## config.mk

```make
export PLATFORM = sky130hd
export DESIGN_NAME = lfs_supervisor
export DESIGN_NICKNAME = d
export VERILOG_FILES = /design/src/lfs_pkg.sv /design/src/lfs_supervisor.sv /design/src/lfs_low_timer.sv
export SDC_FILE = /design/constraint.sdc
export NUM_CORES = 1
export LEC_CHECK = 0
export BUFFER_PORTS_ARGS = -buffer_cell sky130_fd_sc_hd__buf_2
export CAP_MARGIN = 20
export CORE_MARGIN = 2
export CORE_UTILIZATION = 54
export DETAILED_ROUTE_END_ITERATION = 10
export PLACE_DENSITY_LB_ADDON = 0.08
export SLEW_MARGIN = 0
export SYNTH_ARGS = -nofsm -noshare
export SYNTH_HDL_FRONTEND = slang
export SYNTH_SLANG_ARGS = --single-unit
```

## constraint.sdc

```tcl
create_clock -name CLK_I -period 1.8 [get_ports CLK_I]
set_input_delay 0.09 -clock CLK_I [delete_from_list [all_inputs] [get_ports CLK_I]]
set_output_delay 0.09 -clock CLK_I [all_outputs]
set_load 0.01 [all_outputs]
```

## src/lfs_pkg.sv

```systemverilog
package lfs_pkg;

	// Clock rate and documented timings.
	localparam int CLK_HZ = 200_000_000;
	localparam int ENABLE_OFF_DELAY_MS = 16;
	localparam int DIM_CLEAR_DELAY_MS = 16;
	localparam int ENABLE_OFF_CYCLES = CLK_HZ / 1000 * ENABLE_OFF_DELAY_MS;
	localparam int DIM_CLEAR_CYCLES = CLK_HZ / 1000 * DIM_CLEAR_DELAY_MS;
	localparam int EXT_FAULT_SW_CYCLES = 8;

	// Channel count and counter width.
	localparam int NUM_CH = 4;
	localparam int TMR_W = 24;

	// Operating phases of the converter.
	typedef enum logic [2:0] {
		LFS_SLEEP,
		LFS_IDLE,
		LFS_SOFT_START,
		LFS_RUN,
		LFS_LATCHED_OFF
	} lfs_phase_e;

	// Analog comparator flags presented to the supervisor.
	typedef struct packed {
		logic [NUM_CH-1:0] above_short;
		logic [NUM_CH-1:0] in_reg;
		logic ovp_trip;
		logic ovp_release;
	} lfs_sense_s;

	// Control outputs toward the power stage.
	typedef struct packed {
		logic [NUM_CH-1:0] sink_en;
		logic boost_en;
		logic bias_en;
		logic sync_clk_en;
		logic soft_start;
		logic sleep;
	} lfs_ctrl_s;

endpackage : lfs_pkg

```

## src/lfs_supervisor.sv

```systemverilog
`timescale 1ns/1ps
// Notes on behaviour
// - Enable low beyond about 16 ms puts the device to sleep.
// - First enable rise after sleep clears every latched fault.
// - After sleep, a full soft start runs when dimming next rises.
// - Enable high with dimming low over 16 ms clears latched faults, no sleep.
// - After that clear, the next dimming rise runs soft start again.
// - Bias supply and sync clock stay on whenever enable is high.
// - Fault line is open drain, pulled low for a reportable fault.
// - All-off variant: fault held low by others over 8 switching cycles stops all sinks and the boost; bias and sync clock stay on.
// - Any sink pin above short threshold is removed from regulation.
// - Standard variant: shorted channel alone disabled, fault latched until clear.
// - All-off variant: any partial short kills all sinks and latches fault.
// - Short detection armed only while some sink pin sits in regulation.
// - Overvoltage alone stops switching, is not latched and raises no fault.
// - Standard variant: startup overvoltage drops unregulated channels, raises fault.
// - Switching resumes for the remaining channels on the release flag.
// - All-off variant: startup overvoltage with unregulated string latches all off.
module lfs_supervisor import lfs_pkg::*; #(
	parameter int ENABLE_OFF_LIMIT = ENABLE_OFF_CYCLES,
	parameter int DIM_CLEAR_LIMIT = DIM_CLEAR_CYCLES,
	parameter int EXT_FAULT_LIMIT = EXT_FAULT_SW_CYCLES,
	parameter bit ALL_OFF_VARIANT = 1'b0
) (
	// Clock and reset.
	input wire logic CLK_I,
	input wire logic ARST_N_I,
	// Host control pins.
	input wire logic ENABLE_I,
	input wire logic DIM_I,
	// Comparator flags and switching-cycle tick.
	input wire logic [NUM_CH-1:0] SINK_ABOVE_SHORT_I,
	input wire logic [NUM_CH-1:0] SINK_IN_REG_I,
	input wire logic OVP_TRIP_I,
	input wire logic OVP_RELEASE_I,
	input wire logic SOFT_START_DONE_I,
	input wire logic SW_CYCLE_I,
	// Open-drain fault line.
	input wire logic FAULT_N_I,
	output logic FAULT_N_O,
	output logic FAULT_N_OE_O,
	// Power stage controls.
	output logic [NUM_CH-1:0] SINK_EN_O,
	output logic BOOST_EN_O,
	output logic BIAS_EN_O,
	output logic SYNC_CLK_EN_O,
	output logic SOFT_START_O,
	output logic SLEEP_O,
	output logic [NUM_CH-1:0] CH_LATCHED_OFF_O,
	output logic GLOBAL_LATCHED_OFF_O
);

	// The external-fault counter is eight bits wide and saturates at the limit.
	if (EXT_FAULT_LIMIT < 1 || EXT_FAULT_LIMIT > 255) begin : g_bad_ext_limit
		$error("lfs_supervisor: bad EXT_FAULT_LIMIT");
	end

	////////////////////////////////////////////////////////////////////////////
	// State.

	typedef struct packed {
		logic [2:0] en_sync;
		logic [2:0] dim_sync;
		logic [2:0] flt_sync;
		logic en_q;
		logic dim_q;
		logic flt_q;
		logic dim_prev;
		logic en_prev;
		lfs_phase_e phase;
		logic [NUM_CH-1:0] ch_off;
		logic global_off;
		logic fault_latch;
		logic ovp_hold;
		logic [7:0] ext_cnt;
		lfs_ctrl_s ctrl;
		logic fault_drive;
	} lfs_state_s;

	lfs_state_s r;
	lfs_state_s next_r;
	logic en_low_long;
	logic dim_low_long;

	////////////////////////////////////////////////////////////////////////////
	// Low-interval timers, fed by the filtered pin levels.

	lfs_low_timer #(
		.LIMIT(ENABLE_OFF_LIMIT),
		.W(TMR_W)
	) u_en_timer (
		.clk_i(CLK_I),
		.arst_n_i(ARST_N_I),
		.level_i(r.en_q),
		.expired_o(en_low_long)
	);

	lfs_low_timer #(
		.LIMIT(DIM_CLEAR_LIMIT),
		.W(TMR_W)
	) u_dim_timer (
		.clk_i(CLK_I),
		.arst_n_i(ARST_N_I),
		.level_i(r.dim_q),
		.expired_o(dim_low_long)
	);

	////////////////////////////////////////////////////////////////////////////
	// Next-state logic.

	// Pins pass three flops; the filtered level moves only when stages two and three agree.
	always_comb begin
		logic clear_all;
		logic armed;
		logic [NUM_CH-1:0] short_hit;
		logic ovp_startup;
		logic ext_fault;
		next_r = r;
		clear_all = 1'b0;
		armed = 1'b0;
		short_hit = '0;
		ovp_startup = 1'b0;
		ext_fault = 1'b0;

		next_r.en_sync = {r.en_sync[1:0], ENABLE_I};
		next_r.dim_sync = {r.dim_sync[1:0], DIM_I};
		next_r.flt_sync = {r.flt_sync[1:0], FAULT_N_I};
		if (r.en_sync[1] == r.en_sync[2]) next_r.en_q = r.en_sync[2];
		if (r.dim_sync[1] == r.dim_sync[2]) next_r.dim_q = r.dim_sync[2];
		if (r.flt_sync[1] == r.flt_sync[2]) next_r.flt_q = r.flt_sync[2];
		next_r.dim_prev = r.dim_q;
		next_r.en_prev = r.en_q;

		// Sleep entry, and fault clearing on wake or long dimming-low.
		if (!r.en_q && en_low_long) begin
			next_r.phase = LFS_SLEEP;
		end
		if (r.phase == LFS_SLEEP && r.en_q && !r.en_prev) begin
			clear_all = 1'b1;
			next_r.phase = LFS_IDLE;
		end
		if (r.en_q && !r.dim_q && dim_low_long && r.phase != LFS_SLEEP) begin
			clear_all = 1'b1;
			next_r.phase = LFS_IDLE;
		end

		// Short detection only while some sink is regulating.
		armed = |SINK_IN_REG_I;
		if (armed && (r.phase == LFS_RUN || r.phase == LFS_SOFT_START)) begin
			short_hit = SINK_ABOVE_SHORT_I & ~r.ch_off;
		end
		ovp_startup = OVP_TRIP_I && r.phase == LFS_SOFT_START && (|(~SINK_IN_REG_I & ~r.ch_off));

		// External fault: count switching cycles with the line held low by others.
		if (ALL_OFF_VARIANT && !r.flt_q && !r.fault_drive) begin
			if (SW_CYCLE_I && r.ext_cnt < 8'(EXT_FAULT_LIMIT)) next_r.ext_cnt = r.ext_cnt + 8'h01;
		end else begin
			next_r.ext_cnt = 8'h00;
		end
		ext_fault = r.ext_cnt >= 8'(EXT_FAULT_LIMIT);

		// Latched fault records; a new event in the clearing cycle still lands.
		if (clear_all) begin
			next_r.ch_off = '0;
			next_r.global_off = 1'b0;
			next_r.fault_latch = 1'b0;
			next_r.ovp_hold = 1'b0;
		end
		if (|short_hit) begin
			next_r.fault_latch = 1'b1;
			if (ALL_OFF_VARIANT) begin
				next_r.global_off = 1'b1;
			end else begin
				next_r.ch_off = next_r.ch_off | short_hit;
			end
		end
		if (ovp_startup) begin
			next_r.fault_latch = 1'b1;
			if (ALL_OFF_VARIANT) begin
				next_r.global_off = 1'b1;
			end else begin
				next_r.ch_off = next_r.ch_off | ~SINK_IN_REG_I;
			end
		end
		if (ext_fault) begin
			next_r.global_off = 1'b1;
		end

		// Overvoltage stops switching until release, without a fault report.
		if (OVP_TRIP_I) begin
			next_r.ovp_hold = 1'b1;
		end else if (OVP_RELEASE_I) begin
			next_r.ovp_hold = 1'b0;
		end

		// Phase sequencing: soft start on each dimming rise from idle.
		case (next_r.phase)
			LFS_IDLE: begin
				if (r.dim_q && !r.dim_prev) next_r.phase = LFS_SOFT_START;
			end
			LFS_SOFT_START: begin
				if (SOFT_START_DONE_I) next_r.phase = LFS_RUN;
			end
			default: begin
			end
		endcase
		if (next_r.global_off && next_r.phase != LFS_SLEEP) next_r.phase = LFS_LATCHED_OFF;

		// Outputs registered from the next state.
		next_r.ctrl.sleep = next_r.phase == LFS_SLEEP;
		next_r.ctrl.bias_en = r.en_q || next_r.phase != LFS_SLEEP;
		next_r.ctrl.sync_clk_en = next_r.ctrl.bias_en;
		next_r.ctrl.soft_start = next_r.phase == LFS_SOFT_START;
		if ((next_r.phase == LFS_RUN || next_r.phase == LFS_SOFT_START) && r.dim_q) begin
			next_r.ctrl.sink_en = ~next_r.ch_off;
			next_r.ctrl.boost_en = !next_r.ovp_hold && (|next_r.ctrl.sink_en);
		end else begin
			next_r.ctrl.sink_en = '0;
			next_r.ctrl.boost_en = 1'b0;
		end
		next_r.fault_drive = next_r.fault_latch;
	end

	////////////////////////////////////////////////////////////////////////////
	// State register.

	// The fault chain resets high, the idle level of the pulled-up line, so no false low is seen.
	// Enable and dimming chains reset low, their idle levels.
	always_ff @(posedge CLK_I or negedge ARST_N_I) begin
		if (!ARST_N_I) begin
			r <= '0;
			r.en_sync <= 3'h0;
			r.dim_sync <= 3'h0;
			r.flt_sync <= 3'h7;
			r.flt_q <= 1'b1;
			r.phase <= LFS_IDLE;
		end else begin
			r <= next_r;
		end
	end

	// Open drain: output value is always low, enable drives it.
	assign FAULT_N_O = 1'b0;
	assign FAULT_N_OE_O = r.fault_drive;
	assign SINK_EN_O = r.ctrl.sink_en;
	assign BOOST_EN_O = r.ctrl.boost_en;
	assign BIAS_EN_O = r.ctrl.bias_en;
	assign SYNC_CLK_EN_O = r.ctrl.sync_clk_en;
	assign SOFT_START_O = r.ctrl.soft_start;
	assign SLEEP_O = r.ctrl.sleep;
	assign CH_LATCHED_OFF_O = r.ch_off;
	assign GLOBAL_LATCHED_OFF_O = r.global_off;

endmodule : lfs_supervisor

```

## src/lfs_low_timer.sv

```systemverilog
`timescale 1ns/1ps
// Counts how long an input level stays low; fires once past the limit.
module lfs_low_timer import lfs_pkg::*; #(
	parameter int LIMIT = DIM_CLEAR_CYCLES,
	parameter int W = TMR_W
) (
	// Clock and reset.
	input wire logic clk_i,
	input wire logic arst_n_i,
	// Level under watch and the expiry flag.
	input wire logic level_i,
	output logic expired_o
);

	// Refuse a limit that the counter cannot reach.
	if (LIMIT < 1 || LIMIT >= (1 << W)) begin : g_bad_limit
		$error("lfs_low_timer: LIMIT does not fit W");
	end

	typedef struct packed {
		logic [W-1:0] count;
		logic expired;
	} lfs_tmr_s;

	lfs_tmr_s r;
	lfs_tmr_s next_r;

	// Restart on every high; saturate once the limit is passed.
	always_comb begin
		next_r = r;
		if (level_i) begin
			next_r.count = '0;
			next_r.expired = 1'b0;
		end else if (r.count < W'(LIMIT)) begin
			next_r.count = r.count + W'(1);
		end else begin
			next_r.expired = 1'b1;
		end
	end

	always_ff @(posedge clk_i or negedge arst_n_i) begin
		if (!arst_n_i) begin
			r <= '0;
		end else begin
			r <= next_r;
		end
	end

	assign expired_o = r.expired;

endmodule : lfs_low_timer

```

### Word level (Yosys, flattened, before mapping)

Cells that the tools add are included.

| cells by class | value |
|---|---|
| add/sub/neg operators | 2 |
| magnitude comparators | 2 |
| equality and inequality tests | 10 |
| mux-type cells | 24 |
| bitwise operators | 7 |
| reductions and logical operators | 33 |

Operator list:

| kind | number |
|---|---|
| two-way mux 25 bit | 2 |
| adder 24 x 1 -> 24 bit (second input constant) | 2 |
| < comparator 24 x 22 -> 1 bit (second input constant) | 2 |
| two-way mux 24 bit | 2 |
| two-way mux 3 bit | 6 |
| OR reduction 4 bit | 4 |
| == test 3 x 2 -> 1 bit (second input constant) | 5 |
| logical AND 1 bit | 13 |
| two-way mux 4 bit | 3 |
| NOT 4 bit | 3 |
| nonzero test 3 bit | 4 |
| AND 4 bit | 2 |
| two-way mux 1 bit | 8 |
| bitwise OR 4 bit | 2 |
| two-way mux 7 bit | 1 |
| zero test 3 bit | 2 |
| one-hot mux 3 bit (2 select lines) | 1 |
| zero test 1 bit | 5 |
| two-way mux 5 bit | 1 |
| != test 2 bit (second input constant) | 2 |
| nonzero test 2 bit | 2 |
| == test 3 x 1 -> 1 bit (second input constant) | 1 |
| logical OR 1 bit | 3 |
| == test 1 bit | 2 |

| storage, ports and cells | value |
|---|---|
| register bits | 78 |
| input port bits | 17 |
| output and inout bits | 16 |

### Logic depth before layout (Yosys ltp)

| depth | value |
|---|---|
| depth in word-level cells | 14 |
| gate-level depth with buffers | 7 |
| depth with buffers taken out | 5 |

### Modules after synthesis

From an unflattened synthesis, not the netlist that was laid out.

| unflattened totals | value |
|---|---|
| cell total of the unflattened synthesis | 369 |
| area total of the unflattened synthesis | 3947.5 um2 |

By module, submodules not included:

| module | instances | cells each | area each (um2) |
|---|---|---|---|
| lfs_low_timer | 2 | 133 | 1362.6 |
| lfs_supervisor | 1 | 103 | 1222.4 |

### Worst setup path before layout

OpenSTA, ideal clock, no wires.

| timing path | value |
|---|---|
| path type | reg2reg |
| start | register u_en_timer.r[11] in the netlist's numbering |
| end | register u_en_timer.r[13] in the netlist's numbering |
| setup time | 0.078 ns |
| data arrival time | 1.674 ns |
| data required time | 1.722 ns |
| path slack | 0.047 ns |
| stages on the path, launching flop included | 7 |
| clock period less this slack | 1.753 ns |
| path through | dfrtp_1 > o21a_1 > o211ai_1 > a31oi_1 > clkbuf_1 > or4_1 > a21oi_1 |

| between the ends | value |
|---|---|
| longest elaborated chain between the ends | 3 |
| elaborated cells on any way between the ends | 5 |
| those cells by class | add/sub: 1; order compare: 1; mux: 2; reduce/logical: 1 |

Ends and longest elaborated chain:

| what | RTL line | source |
|---|---|---|
| start, declared | lfs_low_timer.sv:25 | `lfs_tmr_s r;` |
| start signal, assigned | lfs_low_timer.sv:45 | `r <= next_r;` |
| adder 24 x 1 -> 24 bit | lfs_low_timer.sv:35 | `next_r.count = r.count + W'(1);` |
| two-way mux 24 bit | lfs_low_timer.sv:34 | `end else if (r.count < W'(LIMIT)) begin` |
| two-way mux 25 bit | lfs_low_timer.sv:31 | `if (level_i) begin` |

Parallel ways exist; a longest one is shown, timed or not. The select of a mux whose other input is x is not followed.
A chain may end at the register's enable or synchronous reset.

### Final worst setup path

| timing path | value |
|---|---|
| start | register u_dim_timer.r[18] in the netlist's numbering |
| end | register u_dim_timer.r[19] in the netlist's numbering |

| between the ends | value |
|---|---|
| longest elaborated chain between the ends | 3 |
| elaborated cells on any way between the ends | 5 |
| those cells by class | add/sub: 1; order compare: 1; mux: 2; reduce/logical: 1 |

Ends and longest elaborated chain:

| what | RTL line |
|---|---|
| start, declared | lfs_low_timer.sv:25 |
| start signal, assigned | lfs_low_timer.sv:45 |
| adder 24 x 1 -> 24 bit | lfs_low_timer.sv:35 |
| two-way mux 24 bit | lfs_low_timer.sv:34 |
| two-way mux 25 bit | lfs_low_timer.sv:31 |

Parallel ways exist; a longest one is shown, timed or not. The select of a mux whose other input is x is not followed.

==> metrics.cfg <==
[cts]
clk_path_buf_depth=2
cts.htree.levels=3
cts-root-buf=clkbuf_8
path_clk_slew_ns=0.08
clk_latency_ns=0.35
cts_inserted_buffers=9
cts_tree=yes
cts_num_sinks=78

[final_layout]
fillers=455
antenna_cells=0
layout.cells.non_filler=578
area_growth_pct=32.38
final_common_cell=dfrtp_1
final_cell_mix=dfrtp_1 (75), buf_4 (54), buf_2 (28), a21oi_1 (24), nor2_1 (23)
multi_input_area_mm2=0.002044
regArea_mm2=0.001956
drive_gt1_share_pct=35.68
nets=496

[sta]
fin_crit_sh_pct=104.8
min_period_ns=1.887
fin_tns_setup_ns=-1.307
setup_viol=29
finalMaxSlewViolations=0
fin_skew_ns=0.01073
setup_ws_ns=-0.08704
whs_ns=0.09332
hold_viol_final=0
fmax_mhz=529.9
rsz0062_at_grt=true

[critical_path]
crit_path_start_kind=flip-flop
path_delay_family=simple AND/OR/NAND/NOR gates
crit_chain=nor4_4, a31oi_4, buf_6, or4_4, a21oi_2
worstSetupEndpointType=flip-flop
path_class=reg -> reg
arrival_ns=2.16
cp_num_buf_inv=1
path_max_fanout=8
crit_required_ns=2.07
slowest_stage=or4_4
crit_path_max_incr_delay_ns=0.51

[route]
routed_wl_um=8993
drcViolationCount=0
dr_total_vias=3326
dr.first_iter.drc_count=188
wl_per_cell_um=15.56
antenna_left=0
vias_per_cell=5.754
firstDrtPassIters=5

[floorplan]
die_w_um=88.77
placementRows=30
die-height_um=88.77
ios=33
start_util_pct=56.48
coreArea_mm2=0.006869
die_area_mm2=0.007879

[synthesis]
yosysWarnings=0
synth_edf_count=0
synthArstFlopShare_pct=100.0
yosysUniqueCellTypes=54
ys_seq_elements=78
syn_area_per_cell_um2=9.823
netlist_area_mm2=0.003880
seq_area_frac_synth_pct=50.34
syn-num-nets=414
synthCells=395
synth_top_flop_cell=dfrtp_1

[global_routing]
grt_pass1_vias=3216
grt_pass1_wl_um=14560
grtUsageTotal_pct=23.68
grt_overflow_total=0
grt_max_degree=32
antenna_found_initial=0

[run_status]
violations=setup timing
status=complete, but fails checks

[power]
leakagePower_nw=2.177
clockPowerShare_pct=30.2
power_density_mw_per_mm2=912.3
switching_share_pct=29.50
vdd_drop_max_v=0.0005123
switchingPower_mw=1.382
power_frac_seq_pct=44.1
power_frac_comb_pct=25.7
p_int_mw=3.304

[place]
place_inst=549
io_buffers=29
dp_hpwl_um=5759
gp_congestion=0.8788

[hold_path]
hp-class=in -> reg

[job]
drv_cap=0

==> state kept, by name, summed over array words and instances, names as in the netlist <==
signal	cells
SINK_EN_O	4
r	8
CH_LATCHED_OFF_O	4
BOOST_EN_O	1
u_dim_timer.r	24
u_en_timer.r	24
FAULT_N_OE_O	1
SOFT_START_O	1
SYNC_CLK_EN_O	1
next_r	6
u_dim_timer.expired_o	1
GLOBAL_LATCHED_OFF_O	1
u_en_timer.expired_o	1
SLEEP_O	1
==> cell usage after synthesis (2+ instances only) <==
| library cell | number | area (um2) |
|---|---|---|
| o22a_1 | 2 | 17.52 |
| nor4_1 | 8 | 50.05 |
| nor2b_1 | 12 | 75.07 |
| maj3_1 | 2 | 20.02 |
| nor3_1 | 3 | 15.01 |
| dfrtp_1 | 77 | 1927 |
| nand2_1 | 16 | 60.06 |
| inv_1 | 11 | 41.29 |
| nand4_1 | 13 | 81.33 |
| a21oi_1 | 38 | 190.2 |
| o21bai_1 | 2 | 15.01 |
| or3_1 | 22 | 137.6 |
| clkbuf_1 | 7 | 26.28 |
| a31oi_1 | 2 | 12.51 |
| nor2_1 | 24 | 90.09 |
| nand2b_1 | 2 | 12.51 |
| or4_1 | 12 | 90.09 |
| nand3_1 | 18 | 90.09 |
| o21ai_0 | 24 | 120.1 |
| mux2i_1 | 4 | 40.04 |
| o211ai_1 | 2 | 15.01 |
| or2_2 | 2 | 12.51 |
| and2_1 | 8 | 50.05 |
| mux2_2 | 2 | 22.52 |
| buf_4 | 10 | 75.07 |
| a221oi_1 | 4 | 35.03 |
| o21a_1 | 5 | 37.54 |
| o31ai_1 | 12 | 90.09 |
| and3_1 | 7 | 43.79 |
| nor3b_1 | 4 | 30.03 |
| buf_2 | 8 | 40.04 |
| xor2_1 | 2 | 17.52 |
| a211oi_1 | 7 | 52.55 |
| ha_1 | 2 | 25.02 |
| buf_1 | 2 | 7.510 |
==> area by class of cell <==
class	instances	area share, %
sequential	78	38.08
timing repair buffer	98	14.81
inverter	11	0.8039
tap	96	2.339
clock buffer	10	2.485
multi-input combinational	279	39.81
clock inverter	6	1.681
==> worst paths after layout <==
kind	from	depth (start not counted)	to	slack (ns)
max	u_dim_timer.r[18]	5	u_dim_timer.r[19]	-0.09
min	OVP_RELEASE_I	3	r[18]	0.09
max reg2reg	u_dim_timer.r[18]	5	u_dim_timer.r[19]	-0.09
min reg2reg	next_r[37]	0	next_r[38]	0.35
max in group asynchronous	ARST_N_I	3	r[25]	0.91
min in group asynchronous	ARST_N_I	2	SINK_EN_O[1]	0.22
==> repair_timing <==
item                                    4_1_cts  5_1_grt
endpoints found under the hold margin        30        0
pin swaps                                     9       29
hold buffers                                  4        0
gates cloned                                  0        1
setup buffers                                 3        5
endpoints found under the setup margin       29       44
resized for setup                            16       56
==> power groups by stage <==
stage	Sequential [mW]	Clock, mW	Combinational [mW]
after CTS	2.06	1.44	1.05
after floorplan	2.10	0	0.637
after global placement	2.09	0	1.01
after detailed placement	2.09	0	1.03
after global routing	2.10	1.52	1.32
final	2.07	1.41	1.20
==> stage by stage <==
stage	cell area, um2	power (mW)	setup WS (ns)	utilization [%]
5_1_grt	5136	4.943	-0.1678	74.77
4_1_cts	4812	4.550	-0.04348	70.05
6_report	5136	4.686	-0.08704	74.77
3_5_place_dp	4457	3.126	-0.1492	64.88
3_3_place_gp	4457	3.104	-0.07174	64.88
2_1_floorplan	3880	2.739	0.04746	-
==> cells by family (layout without fill, tap and decap cells) <==
logic type      Yosys count  after routing  share of synthesized area, %
compound gates          105            105                         16.70
xor+xnor                  2              2                        0.4515
fa+ha+maj                 4              4                         1.161
buf+inv                  38            125                         4.902
flops                    78             78                         50.34
mux                       6              6                         1.612
other cells               1              1                       0.09665
simple gates            161            161                         24.73
==> worst reg2reg max path, stage by stage, from the launching register on <==
cell and delay (ns):
dfrtp_1 0.44, nor4_4 0.35, a31oi_4 0.19, buf_6 0.18
or4_4 0.51, a21oi_2 0.13
==> layer usage <==
layer | track usage (%) | up-vias | part of all wire [%]
li1 | - | 1621 | -
met3 | 3.545 | 16 | 2.9
met4 | 9.366 | 0 | 1.8
met2 | 39.96 | 61 | 51
met5 | 0 | - | 0
met1 | 30.69 | 1628 | 44
Note: power is estimated with default switching activity, not from simulation.
